--- config.mk ---
export PLATFORM = sky130hd
export DESIGN_NAME = scg_top
export DESIGN_NICKNAME = d
export VERILOG_FILES = /design/src/shared/scg_pkg.sv /design/src/shared/scg_gate_if.sv /design/src/hdl/scg_top.sv /design/src/hdl/scg_gate_sel.sv /design/src/hdl/scg_sync.sv
export SDC_FILE = /design/constraint.sdc
export NUM_CORES = 1
export LEC_CHECK = 0
export BUFFER_PORTS_ARGS = -buffer_cell sky130_fd_sc_hd__buf_4
export CAP_MARGIN = 20
export CORE_ASPECT_RATIO = 0.6
export CORE_UTILIZATION = 30
export CTS_BUF_LIST = sky130_fd_sc_hd__clkbuf_8
export CTS_CLUSTER_SIZE = 25
export DETAILED_ROUTE_END_ITERATION = 10
export HOLD_SLACK_MARGIN = 0.02
export SLEW_MARGIN = 20
export SYNTH_ARGS = -nofsm -noshare
export SYNTH_HDL_FRONTEND = slang
export SYNTH_SLANG_ARGS = --single-unit
--- constraint.sdc ---
create_clock -name I_CLK -period 4.11 [get_ports I_CLK]
set_input_delay 0.2055 -clock I_CLK [delete_from_list [all_inputs] [get_ports I_CLK]]
set_output_delay 0.2055 -clock I_CLK [all_outputs]
set_load 0.05 [all_outputs]
--- src/shared/scg_pkg.sv ---
/*
 * Constants and types of the sleep-mode clock gating controller.
 * Assumes a single 200 MHz clock and an AHB-Lite register bus.
 */
package scg_pkg;
	localparam logic [11:0] RUN_CFG_OFS = 12'h060;
	localparam logic [11:0] RUN_GATE_OFS = 12'h108;
	localparam logic [11:0] SLEEP_GATE_OFS = 12'h118;
	localparam logic [11:0] DEEP_GATE_OFS = 12'h128;
	localparam logic [11:0] INT_STAT_OFS = 12'h150;
	localparam logic [11:0] INT_MASK_OFS = 12'h154;
	localparam logic [11:0] MODE_STAT_OFS = 12'h158;
	localparam int PHY_BIT = 30;
	localparam int MAC_BIT = 28;
	localparam int NUM_UNITS = 9;
	localparam int AUTO_GATING_BIT = 27;
	localparam logic [31:0] GATE_MASK = 32'h5000007F;
	localparam logic [31:0] GATE_RESET = 32'h00000000;
	localparam logic [31:0] CFG_MASK = 32'h08000000;
	localparam logic [31:0] CFG_RESET = 32'h00000000;
	localparam logic [1:0] INT_MASK_BITS = 2'h3;
	localparam int EV_FAULT = 0;
	localparam int EV_MODE = 1;
	localparam logic [1:0] MODE_RUN = 2'h0;
	localparam logic [1:0] MODE_SLEEP = 2'h1;
	localparam logic [1:0] MODE_DEEP = 2'h2;
	localparam logic [1:0] HTRANS_NONSEQ = 2'h2;
	typedef enum logic [1:0] {SCG_IDLE, SCG_ERR1, SCG_ERR2} scg_bus_e;
endpackage

--- src/shared/scg_gate_if.sv ---
/*
 * Carries the gate registers, the auto gating select, the mode and the
 * selected gate vector between the controller and its gate selector.
 * Assumes one clock domain.
 */
`timescale 1ns/1ps
interface scg_gate_if;
	logic [31:0] run_gate;
	logic [31:0] sleep_gate;
	logic [31:0] deep_gate;
	logic auto_gating_select;
	logic [1:0] mode;
	logic [31:0] active_gate;
	modport ctrl (output run_gate, output sleep_gate, output deep_gate,
		output auto_gating_select, output mode, input active_gate);
	modport sel (input run_gate, input sleep_gate, input deep_gate,
		input auto_gating_select, input mode, output active_gate);
endinterface

--- src/hdl/scg_top.sv ---
/*
 * Sleep-mode clock gating controller with AHB-Lite registers.
 * Holds run, sleep and deep-sleep gate registers, picks one by power
 * mode, drives the unit clock enables, and faults bus accesses aimed
 * at units whose clock is off.
 * Assumes the power mode comes from pins of another domain, and unit
 * access requests come from the system decoder on this clock.
 */
`timescale 1ns/1ps
module scg_top
	import scg_pkg::*;
(
	input wire logic I_CLK,
	input wire logic I_NRST,
	input wire logic HSEL,
	input wire logic [31:0] HADDR,
	input wire logic [1:0] HTRANS,
	input wire logic HWRITE,
	input wire logic [2:0] HSIZE,
	input wire logic [31:0] HWDATA,
	input wire logic HREADY,
	input wire logic [1:0] I_POWER_MODE,
	input wire logic I_UNIT_REQ,
	input wire logic [3:0] I_UNIT_SEL,
	output logic [31:0] O_HRDATA,
	output logic O_HREADYOUT,
	output logic O_HRESP,
	output logic [NUM_UNITS-1:0] O_UNIT_CLK_EN,
	output logic O_UNIT_FAULT,
	output logic O_IRQ
);
	// ****************************************
	// registers and wiring
	// ****************************************
	scg_gate_if g();
	scg_gate_sel u_sel (
		.g(g)
	);
	logic [1:0] mode_raw;
	logic [1:0] mode_last;
	// mode code seen by the gate selector and the status read
	logic [1:0] mode_sync;
	scg_sync #(.W(2)) u_sync (
		.i_clk(I_CLK),
		.i_nrst(I_NRST),
		.i_d(I_POWER_MODE),
		.o_q(mode_raw)
	);

	// ****************************************
	// power mode filter
	// ****************************************
	// a two-bit code may be caught half-changed; it is taken only once
	// two samples in a row agree, so no false mode reaches the gates
	always_ff @(posedge I_CLK) begin
		if (!I_NRST) begin
			mode_last <= MODE_RUN;
		end else begin
			mode_last <= mode_raw;
		end
	end
	always_ff @(posedge I_CLK) begin
		if (!I_NRST) begin
			mode_sync <= MODE_RUN;
		end else if (mode_raw == mode_last) begin
			mode_sync <= mode_raw;
		end
	end

	logic [31:0] run_gate_reg;
	logic [31:0] sleep_gate_reg;
	logic [31:0] deep_sleep_gate_reg;
	logic [31:0] run_mode_clock_config;
	logic [1:0] int_stat;
	logic [1:0] int_mask;
	logic [1:0] mode_prev;
	scg_bus_e bus_state;

	logic wr_pend;
	logic [11:0] wr_addr;
	logic [NUM_UNITS-1:0] unit_en;

	assign g.run_gate = run_gate_reg;
	assign g.sleep_gate = sleep_gate_reg;
	assign g.deep_gate = deep_sleep_gate_reg;
	assign g.auto_gating_select = run_mode_clock_config[AUTO_GATING_BIT];
	assign g.mode = mode_sync;

	// ****************************************
	// per-unit enables of the active gate vector
	// ****************************************
	logic port_a_clk_en;
	logic port_b_clk_en;
	logic port_c_clk_en;
	logic port_d_clk_en;
	logic port_e_clk_en;
	logic port_f_clk_en;
	logic port_g_clk_en;
	logic mac_unit_clk_en;
	logic phy_unit_clk_en;
	assign port_a_clk_en = g.active_gate[0];
	assign port_b_clk_en = g.active_gate[1];
	assign port_c_clk_en = g.active_gate[2];
	assign port_d_clk_en = g.active_gate[3];
	assign port_e_clk_en = g.active_gate[4];
	assign port_f_clk_en = g.active_gate[5];
	assign port_g_clk_en = g.active_gate[6];
	assign mac_unit_clk_en = g.active_gate[MAC_BIT];
	assign phy_unit_clk_en = g.active_gate[PHY_BIT];
	// folded to unit order: ports a..g, mac, phy
	assign unit_en = {phy_unit_clk_en, mac_unit_clk_en, port_g_clk_en,
		port_f_clk_en, port_e_clk_en, port_d_clk_en, port_c_clk_en,
		port_b_clk_en, port_a_clk_en};

	// ****************************************
	// ahb-lite address decode
	// ****************************************
	logic addr_phase;
	logic [11:0] a_ofs;
	logic a_mapped;
	assign addr_phase = HSEL && HREADY && (HTRANS == HTRANS_NONSEQ ||
		HTRANS == 2'h3);
	assign a_ofs = {HADDR[11:2], 2'h0};
	always_comb begin
		unique case (a_ofs)
			RUN_CFG_OFS, RUN_GATE_OFS, SLEEP_GATE_OFS, DEEP_GATE_OFS,
			INT_STAT_OFS, INT_MASK_OFS, MODE_STAT_OFS: a_mapped = 1'b1;
			default: a_mapped = 1'b0;
		endcase
	end

	// ****************************************
	// bus response: okay or two-cycle error
	// ****************************************
	// error: a wait cycle, then a ready cycle, HRESP high in both
	scg_bus_e next_bus_state;
	always_comb begin
		next_bus_state = bus_state;
		unique case (bus_state)
			SCG_IDLE: begin
				if (addr_phase && !a_mapped) begin
					next_bus_state = SCG_ERR1;
				end
			end
			SCG_ERR1: begin
				next_bus_state = SCG_ERR2;
			end
			SCG_ERR2: begin
				// a transfer queued behind an error is decoded here too
				if (addr_phase && !a_mapped) begin
					next_bus_state = SCG_ERR1;
				end else begin
					next_bus_state = SCG_IDLE;
				end
			end
		endcase
	end

	always_ff @(posedge I_CLK) begin
		if (!I_NRST) begin
			bus_state <= SCG_IDLE;
		end else begin
			bus_state <= next_bus_state;
		end
	end

	// outputs follow the next state so they leave a flip-flop
	always_ff @(posedge I_CLK) begin
		if (!I_NRST) begin
			O_HREADYOUT <= 1'b1;
		end else begin
			O_HREADYOUT <= next_bus_state != SCG_ERR1;
		end
	end

	always_ff @(posedge I_CLK) begin
		if (!I_NRST) begin
			O_HRESP <= 1'b0;
		end else begin
			O_HRESP <= next_bus_state != SCG_IDLE;
		end
	end

	// ****************************************
	// write capture and read data
	// ****************************************
	always_ff @(posedge I_CLK) begin
		if (!I_NRST) begin
			wr_pend <= 1'b0;
			wr_addr <= 12'h000;
		end else begin
			wr_pend <= addr_phase && HWRITE && a_mapped;
			wr_addr <= a_ofs;
		end
	end

	// one write strobe per writable register (none for the mode status), valid in the data phase
	logic wr_run;
	logic wr_sleep;
	logic wr_deep;
	logic wr_cfg;
	logic wr_mask;
	logic wr_stat;
	assign wr_run = wr_pend && wr_addr == RUN_GATE_OFS;
	assign wr_sleep = wr_pend && wr_addr == SLEEP_GATE_OFS;
	assign wr_deep = wr_pend && wr_addr == DEEP_GATE_OFS;
	assign wr_cfg = wr_pend && wr_addr == RUN_CFG_OFS;
	assign wr_mask = wr_pend && wr_addr == INT_MASK_OFS;
	assign wr_stat = wr_pend && wr_addr == INT_STAT_OFS;

	// read word picked in the address phase, shown in the data phase
	logic [31:0] next_rdata;
	always_comb begin
		next_rdata = 32'h00000000;
		unique case (a_ofs)
			RUN_CFG_OFS: next_rdata = run_mode_clock_config;
			RUN_GATE_OFS: next_rdata = run_gate_reg;
			SLEEP_GATE_OFS: next_rdata = sleep_gate_reg;
			DEEP_GATE_OFS: next_rdata = deep_sleep_gate_reg;
			INT_STAT_OFS: next_rdata = {30'h00000000, int_stat};
			INT_MASK_OFS: next_rdata = {30'h00000000, int_mask};
			MODE_STAT_OFS: next_rdata = {30'h00000000, mode_sync};
			default: next_rdata = 32'h00000000;
		endcase
	end
	always_ff @(posedge I_CLK) begin
		if (!I_NRST) begin
			O_HRDATA <= 32'h00000000;
		end else if (addr_phase && !HWRITE) begin
			O_HRDATA <= next_rdata;
		end
	end

	// ****************************************
	// gating registers
	// ****************************************
	// reserved bits are read-only zero; writes to them are dropped
	always_ff @(posedge I_CLK) begin
		if (!I_NRST) begin
			run_gate_reg <= GATE_RESET;
		end else if (wr_run) begin
			run_gate_reg <= HWDATA & GATE_MASK;
		end
	end

	always_ff @(posedge I_CLK) begin
		if (!I_NRST) begin
			sleep_gate_reg <= GATE_RESET;
		end else if (wr_sleep) begin
			sleep_gate_reg <= HWDATA & GATE_MASK;
		end
	end

	always_ff @(posedge I_CLK) begin
		if (!I_NRST) begin
			deep_sleep_gate_reg <= GATE_RESET;
		end else if (wr_deep) begin
			deep_sleep_gate_reg <= HWDATA & GATE_MASK;
		end
	end

	// only the auto gating select bit of the run configuration is kept
	always_ff @(posedge I_CLK) begin
		if (!I_NRST) begin
			run_mode_clock_config <= CFG_RESET;
		end else if (wr_cfg) begin
			run_mode_clock_config <= HWDATA & CFG_MASK;
		end
	end

	// one mask bit per event, same layout as the status
	always_ff @(posedge I_CLK) begin
		if (!I_NRST) begin
			int_mask <= 2'h0;
		end else if (wr_mask) begin
			int_mask <= HWDATA[1:0] & INT_MASK_BITS;
		end
	end

	// ****************************************
	// unit clock enables
	// ****************************************
	always_ff @(posedge I_CLK) begin
		if (!I_NRST) begin
			O_UNIT_CLK_EN <= '0;
		end else begin
			O_UNIT_CLK_EN <= unit_en;
		end
	end

	// ****************************************
	// fault on access to an unclocked unit
	// ****************************************
	logic unit_fault;
	logic sel_in_range;
	// indices past the last unit name nothing and never fault
	assign sel_in_range = I_UNIT_SEL < 4'(NUM_UNITS);
	assign unit_fault = I_UNIT_REQ && sel_in_range &&
		!O_UNIT_CLK_EN[I_UNIT_SEL];
	always_ff @(posedge I_CLK) begin
		if (!I_NRST) begin
			O_UNIT_FAULT <= 1'b0;
		end else begin
			O_UNIT_FAULT <= unit_fault;
		end
	end

	// ****************************************
	// interrupts: sticky status, set wins over clear
	// ****************************************
	logic [1:0] ev;
	logic [1:0] clr;
	logic [1:0] next_int_stat;
	always_ff @(posedge I_CLK) begin
		if (!I_NRST) begin
			mode_prev <= MODE_RUN;
		end else begin
			mode_prev <= mode_sync;
		end
	end
	always_comb begin
		ev = 2'h0;
		ev[EV_FAULT] = unit_fault;
		ev[EV_MODE] = mode_prev != mode_sync;
		clr = wr_stat ? HWDATA[1:0] : 2'h0;
		// an event in the cycle of its clear keeps its bit set
		next_int_stat = (int_stat & ~clr) | ev;
	end
	always_ff @(posedge I_CLK) begin
		if (!I_NRST) begin
			int_stat <= 2'h0;
		end else begin
			int_stat <= next_int_stat;
		end
	end
	always_ff @(posedge I_CLK) begin
		if (!I_NRST) begin
			O_IRQ <= 1'b0;
		end else begin
			O_IRQ <= |(next_int_stat & int_mask);
		end
	end
endmodule

--- src/hdl/scg_gate_sel.sv ---
/*
 * Chooses which gating register drives the unit clock enables.
 * Assumes the power mode code is stable for the current cycle.
 */
`timescale 1ns/1ps
module scg_gate_sel
	import scg_pkg::*;
(
	scg_gate_if.sel g
);
	always_comb begin
		g.active_gate = g.run_gate;
		if (g.auto_gating_select) begin
			if (g.mode == MODE_SLEEP) begin
				g.active_gate = g.sleep_gate;
			end else if (g.mode == MODE_DEEP) begin
				g.active_gate = g.deep_gate;
			end
		end
	end
endmodule

--- src/hdl/scg_sync.sv ---
/*
 * Two-flop synchroniser for a multi-bit level.
 * Assumes the bits change slowly relative to the clock.
 */
`timescale 1ns/1ps
module scg_sync #(
	parameter int W = 2
) (
	input wire logic i_clk,
	input wire logic i_nrst,
	input wire logic [W-1:0] i_d,
	output logic [W-1:0] o_q
);
	logic [W-1:0] meta;
	always_ff @(posedge i_clk) begin
		if (!i_nrst) begin
			meta <= '0;
			o_q <= '0;
		end else begin
			meta <= i_d;
			o_q <= meta;
		end
	end
endmodule

---- Word level (Yosys, flattened, before mapping) ----
Index checks and enable logic that the tools add are counted.
storage, ports and cells
  input bits .............................. 81
  bits in registers ....................... 102
operators by class
  equality and inequality tests ........... 22
  magnitude comparators ................... 2
  reduce and logical (&&, ||, !) cells .... 22
  bitwise operators ....................... 4
  mux-type cells .......................... 11
operators with widths
  operator                                                                 number
  31-bit case mux with 7 select lines                                      1
  31-bit 2-to-1 mux                                                        3
  10-bit by 7-bit == test with 1-bit output, second input constant         6
  12-bit by 9-bit == test with 1-bit output, second input constant         5
  1-bit logical AND                                                        14
  12-bit by 7-bit == test with 1-bit output, second input constant         1
  10-bit by 5-bit == test with 1-bit output, second input constant         1
  2-bit == test, second input constant                                     4
  7-bit OR reduction                                                       1
  2-bit case mux with 3 select lines                                       1
  4-bit by 5-bit < comparator with 1-bit output, second input constant     1
  2-bit AND                                                                2
  1-bit binary-select mux with 4-bit select                                1
  2-bit by 1-bit == test with 1-bit output, second input constant          2
  4-bit < comparator, second input constant                                1
  2-bit 2-to-1 mux                                                         2
  1-bit logical NOT                                                        3
  1-bit 2-to-1 mux                                                         3
  2-bit == test                                                            1
  2-bit logical NOT                                                        1
  2-bit by 1-bit inequality test with 1-bit output, second input constant  1
  2-bit inequality test                                                    1
  2-bit inverter                                                           1
  2-bit bitwise OR                                                         1
  other kinds (3)                                                          3

---- Longest topological paths before layout ----
  depth after elaboration ................. 8
  gate-level depth with buffers ........... 7
  depth with buffers taken out ............ 5

---- Modules after synthesis ----
A second synthesis with hierarchy kept.
second synthesis, totals
  cell total of the unflattened synthesis .. 571
  area total of the unflattened synthesis .. 4769.6 µm²
by module, submodules not included
  module        cells an instance  instances  area an instance (µm²)
  scg_top       342                1          3196.8
  scg_gate_sel  221                1          1467.7
  scg_sync      8                  1          105.1

---- Worst setup path before layout ----
Ideal clock, no wire load.
  path type ............................... register to register
  start point ............................. register wr_addr[5]
  end point ............................... register O_IRQ
  cell stages (with the launch flop) ...... 6
  clock period less this slack ............ 1712 ps
  setup time .............................. 130 ps
  path slack .............................. 2398 ps
  buffers on the path ..................... 0
  data arrival time ....................... 1581 ps
  path through ............................ dfxtp_1 > or4b_4 > nor4_4 > nand3_1 > a211oi_1 > o22ai_1
on the way
  cells in the longest elaborated chain, start to end .. 8
RTL lines
  item                                       RTL line        text
  from (decl)                                scg_top.sv:80   logic [11:0] wr_addr;
  from (signal assigned)                     scg_top.sv:193  wr_addr <= a_ofs;
  12-bit by 9-bit == test with 1-bit output  scg_top.sv:209  assign wr_stat = wr_pend && wr_addr == INT_STAT_OFS;
  1-bit logical AND                          scg_top.sv:209
  2-bit 2-to-1 mux                           scg_top.sv:325  clr = wr_stat ? HWDATA[1:0] : 2'h0;
  2-bit inverter                             scg_top.sv:327  next_int_stat = (int_stat & ~clr) | ev;
  2-bit AND                                  scg_top.sv:327
  2-bit bitwise OR                           scg_top.sv:327
  2-bit AND                                  scg_top.sv:340  O_IRQ <= |(next_int_stat & int_mask);
  2-bit OR reduction                         scg_top.sv:340
  to (signal assigned)                       scg_top.sv:340
  to (decl)                                  scg_top.sv:30   output logic O_IRQ
Every way passes these cells.
A chain may end at the register's enable or synchronous reset.

---- Final worst setup path ----
  start point ............................. register wr_addr[9]
  end point ............................... register run_gate_reg[2], in the netlist g.run_gate[2]
on the way
  cells in the longest elaborated chain, start to end .. 2
RTL lines
  item                                       RTL line        text
  12-bit by 9-bit == test with 1-bit output  scg_top.sv:204  assign wr_run = wr_pend && wr_addr == RUN_GATE_OFS;
  1-bit logical AND                          scg_top.sv:204
  to (signal assigned)                       scg_top.sv:242  run_gate_reg <= HWDATA & GATE_MASK;
  to (decl)                                  scg_top.sv:70   logic [31:0] run_gate_reg;
Every way passes these cells.

==> qor.tcl <==
set qor(grt_first_pass_wirelength_mm) 13.0
set qor(area_fraction_in_compound_gates_after_synthesis_pct) 13.5
set qor(criticalPathCategory) {reg -> reg}
set qor(global_routing_usage_on_met3_pct) 5.08
set qor(final_ws_setup_ns) 1.79
set qor(worst_path_max_delay_cell) {nand4b_1}
set qor(cts_resized) 0
set qor(yosys.area_share.xor_xnor_pct) 0.985
set qor(cp_cell_sequence) {or4b_1, nor3_2, nand4b_1, mux2i_1, nor2b_1}
set qor(globalRouteMet2Util_pct) 20.8
set qor(synth.yosys.seq_area_share_pct) 43.9
set qor(mostFrequentLayoutCell) {dfxtp_1}
set qor(postCtsHoldBufs) 0
set qor(power_mw) 1.51
set qor(power_density_nw_per_um2) 357
set qor(ctsRootBufferMaster) {clkbuf_8}
set qor(netlist_instances) 366
set qor(synth-edff-count) 0
set qor(synthMuxAreaShare_pct) 13.3
set qor(vdd_ir_drop_max_uv) 155
set qor(tritoncts) {built}
set qor(hold-worst-slack_ns) 0.0547
set qor(total_leakage_power_nw) 1.93
set qor(antenna_violating_nets_post_route) 0
set qor(cts.path.max_buffers) 2
set qor(clkTransAtPathRegs_ns) 0.07
set qor(timing.final.crit_period_ns) 2.32
set qor(clk-insertion-delay-late_ns) 0.35
set qor(synthesis.area_um2) 3560
set qor(via_count) 2624
set qor(outcome) {finished, final reports clean}
set qor(worst_pin_slew_ns) 0.807
set qor(synth_top_flop_cell) {dfxtp_1}
set qor(timing.max_cap.violations) 0
set qor(floorplan.rows) 30
set qor(clock_tree.htree_level_count) 3
set qor(gp_congestion) 0.790
set qor(switching_power_uw) 361
set qor(avgSynthCellArea_um2) 9.72
set qor(clock-skew-final_ns) 0.00807
set qor(vias_in_the_first_global_route) 2449
set qor(coreArea_um2) 11400
set qor(crit_required_ns) 4.36
set qor(setup_tns_ns) 0
set qor(worst_setup_path_end_kind) {flop}
set qor(grt-ovfl-total) 0
set qor(timing.slew.headroom_pct) 45.9
set qor(cp_max_fo) 9
set qor(num-nets-final) 495
set qor(grt_max_degree) 77
set qor(rsz0062_at_grt) {false}
set qor(commonest_non_fill_non_tap_cells_in_the_layout) {dfxtp_1 (78), buf_4 (58), mux2i_1 (45), nor2b_1 (37), nand2_1 (26)}
set qor(synth_simple_gate_area_share_pct) 20.3
set qor(numPortBuffers) 55
set qor(residual_drc_count) 0
set qor(detailedRoute.firstPassIterationCount) 4
set qor(placement.setup.worst_slack_ns) 1.79
set qor(first_iter_violations) 155
set qor(setup_viol_count_final) 0
set qor(share_comb_of_total_power_pct) 8.7
set qor(timing.critical_path.buf_inv) 0
set qor(initial_core_util_pct) 31.2
set qor(max_clock_freq_mhz) 431
set qor(crit_path_max_incr_delay_ns) 0.68
set qor(number_of_register_bits_inferred_by_synthesis) 78
set qor(die_height_um) 86.3
set qor(synth.lib_cells_used.distinct) 51
set qor(timing_hold_violations_final) 0
set qor(cts_inserted_buffers) 9
set qor(number_of_antenna_violations_at_the_first_check_in_global_routing) 0
set qor(dp_hpwl_mm) 6.07
set qor(switching_share_pct) 23.9
set qor(die_width_um) 143
set qor(global_route.usage.total_pct) 14.1
set qor(power.share.sequential_pct) 51.0
set qor(floorplan.die_area_um2) 12300
set qor(layout_worst_path_cycle_share_pct) 56.5
set qor(reg_top3) {O_HRDATA (10), wr_addr (10)}
set qor(drt_wl_total_mm) 8.34
set qor(largest_family_of_logic_cells_by_synthesized_area) {simple AND/OR/NAND/NOR gates}
set qor(grt-busiest-layer) {met2}
set qor(groute.layer.met1.usage_pct) 19.5
set qor(synthAdderAreaFrac_pct) 0.352
set qor(startpoint_type) {flop}
set qor(detail_route.vias_per_cell) 4.54
set qor(asyncSetResetFlopFracSynth_pct) 0
set qor(ios) 126
set qor(layout-drive-gt1-share_pct) 19.1
set qor(cp_top_family) {simple AND/OR/NAND/NOR gates}
set qor(syn2layout_area_growth_pct) 19.2
set qor(clkSinkCount) 78
set qor(worst-endpoint-arrival_ns) 2.57
set qor(synth-warning-count) 0
set qor(internal-power_mw) 1.15
set qor(post-cts-setup-buffers) 0
set qor(hold_class) {in -> reg}
set qor(antenna_cells_inserted) 0
set qor(post_detailed_route_wirelength_per_cell_um) 14.4
set qor(p_clk_share_pct) 40.3
set qor(max_transition_viols_final) 0
cells in the mapped netlist, types with 2 or more instances:
| cell type | instances | area [µm²] |
|---|---|---|
| dfxtp_1 | 78 | 1560 |
| mux2i_1 | 45 | 450 |
| nor2b_1 | 37 | 231 |
| nand2_1 | 26 | 97.6 |
| buf_4 | 22 | 165 |
| and2_1 | 20 | 125 |
| o21ai_0 | 18 | 90.1 |
| clkbuf_1 | 16 | 60.1 |
| a32o_1 | 7 | 70.1 |
| nand3_1 | 7 | 35.0 |
| a21oi_1 | 6 | 30.0 |
| nor2_1 | 6 | 22.5 |
| o22ai_1 | 6 | 37.5 |
| a21boi_0 | 5 | 37.5 |
| buf_2 | 5 | 25.0 |
| inv_1 | 5 | 18.8 |
| nand2b_1 | 5 | 31.3 |
| o211a_1 | 4 | 40.0 |
| a211oi_1 | 3 | 22.5 |
| nand4b_1 | 3 | 26.3 |
| nor3b_1 | 3 | 22.5 |
| a21o_1 | 2 | 15.0 |
| a22o_1 | 2 | 17.5 |
| a22oi_1 | 2 | 15.0 |
| a41o_1 | 2 | 20.0 |
| and3_1 | 2 | 12.5 |
| o211ai_1 | 2 | 15.0 |
| o311ai_0 | 2 | 17.5 |
| xnor2_1 | 2 | 17.5 |
| xor2_1 | 2 | 17.5 |
per-stage QoR:
stage / std cells / util [%] / cell area [µm²]
floorplan: 387 / - / 3630
global placement: 562 / 35.2 / 4020
detailed placement: 562 / 35.2 / 4020
CTS: 578 / 37.1 / 4240
global route: 578 / 37.1 / 4240
finish: 578 / 37.1 / 4240
power by group through the flow:
stage               clock, mW  combinational, mW  sequential (mW)
floorplan                   0              0.102            0.792
global placement            0              0.131            0.789
detailed placement          0              0.132            0.790
CTS                     0.634              0.132            0.772
global route            0.667              0.141            0.773
finish                  0.610              0.132            0.772
path summary, 6_finish.rpt:
| path | start | to | slack (ns) | cells past startpoint |
|---|---|---|---|---|
| hold / removal | HADDR[11] | wr_addr[11]$_SDFF_PN0_ | 0.05 | 2 |
| hold reg to reg | u_sync.meta[0]$_SDFF_PN0_ | u_sync.o_q[0]$_SDFF_PN0_ | 0.43 | 1 |
| setup / recovery | wr_addr[9]$_SDFF_PN0_ | g.run_gate[2]$_SDFFE_PN0P_ | 1.79 | 5 |
| setup reg to reg | wr_addr[9]$_SDFF_PN0_ | g.run_gate[2]$_SDFFE_PN0P_ | 1.79 | 5 |
logic make-up (layout without fill, tap and decap cells):
family	count (synthesis)	in the layout
xor gates and xnor gates	4	4
adders and majority gates	1	1
buffers and inverters	48	79
other	1	22
muxes	46	46
DFF	78	78
AOI/OAI and AO/OA	67	67
and+or+nand+nor	121	121
area by class of cell:
type	count	area, µm²
Clock inverter	3	40.0
Timing Repair Buffer	58	435
Clock buffer	13	179
Tap cell	160	200
Inverter	5	18.8
Sequential cell	78	1560
Multi-Input combinational cell	261	1800
Fill cell	1159	7170
layer usage:
layer  up-vias  wire length [µm]
met4         0                85
met1      1222              4320
met3        10               421
met5         -                 0
li1       1334                 -
met2        58              3520
worst reg2reg max path: cells and delay by family, from the launching register on:
family	cells	cell delay (ns)
and+or+nand+nor	4	1.49
muxes	1	0.38
DFF	1	0.35
Note: power is estimated with default switching activity, not from simulation.
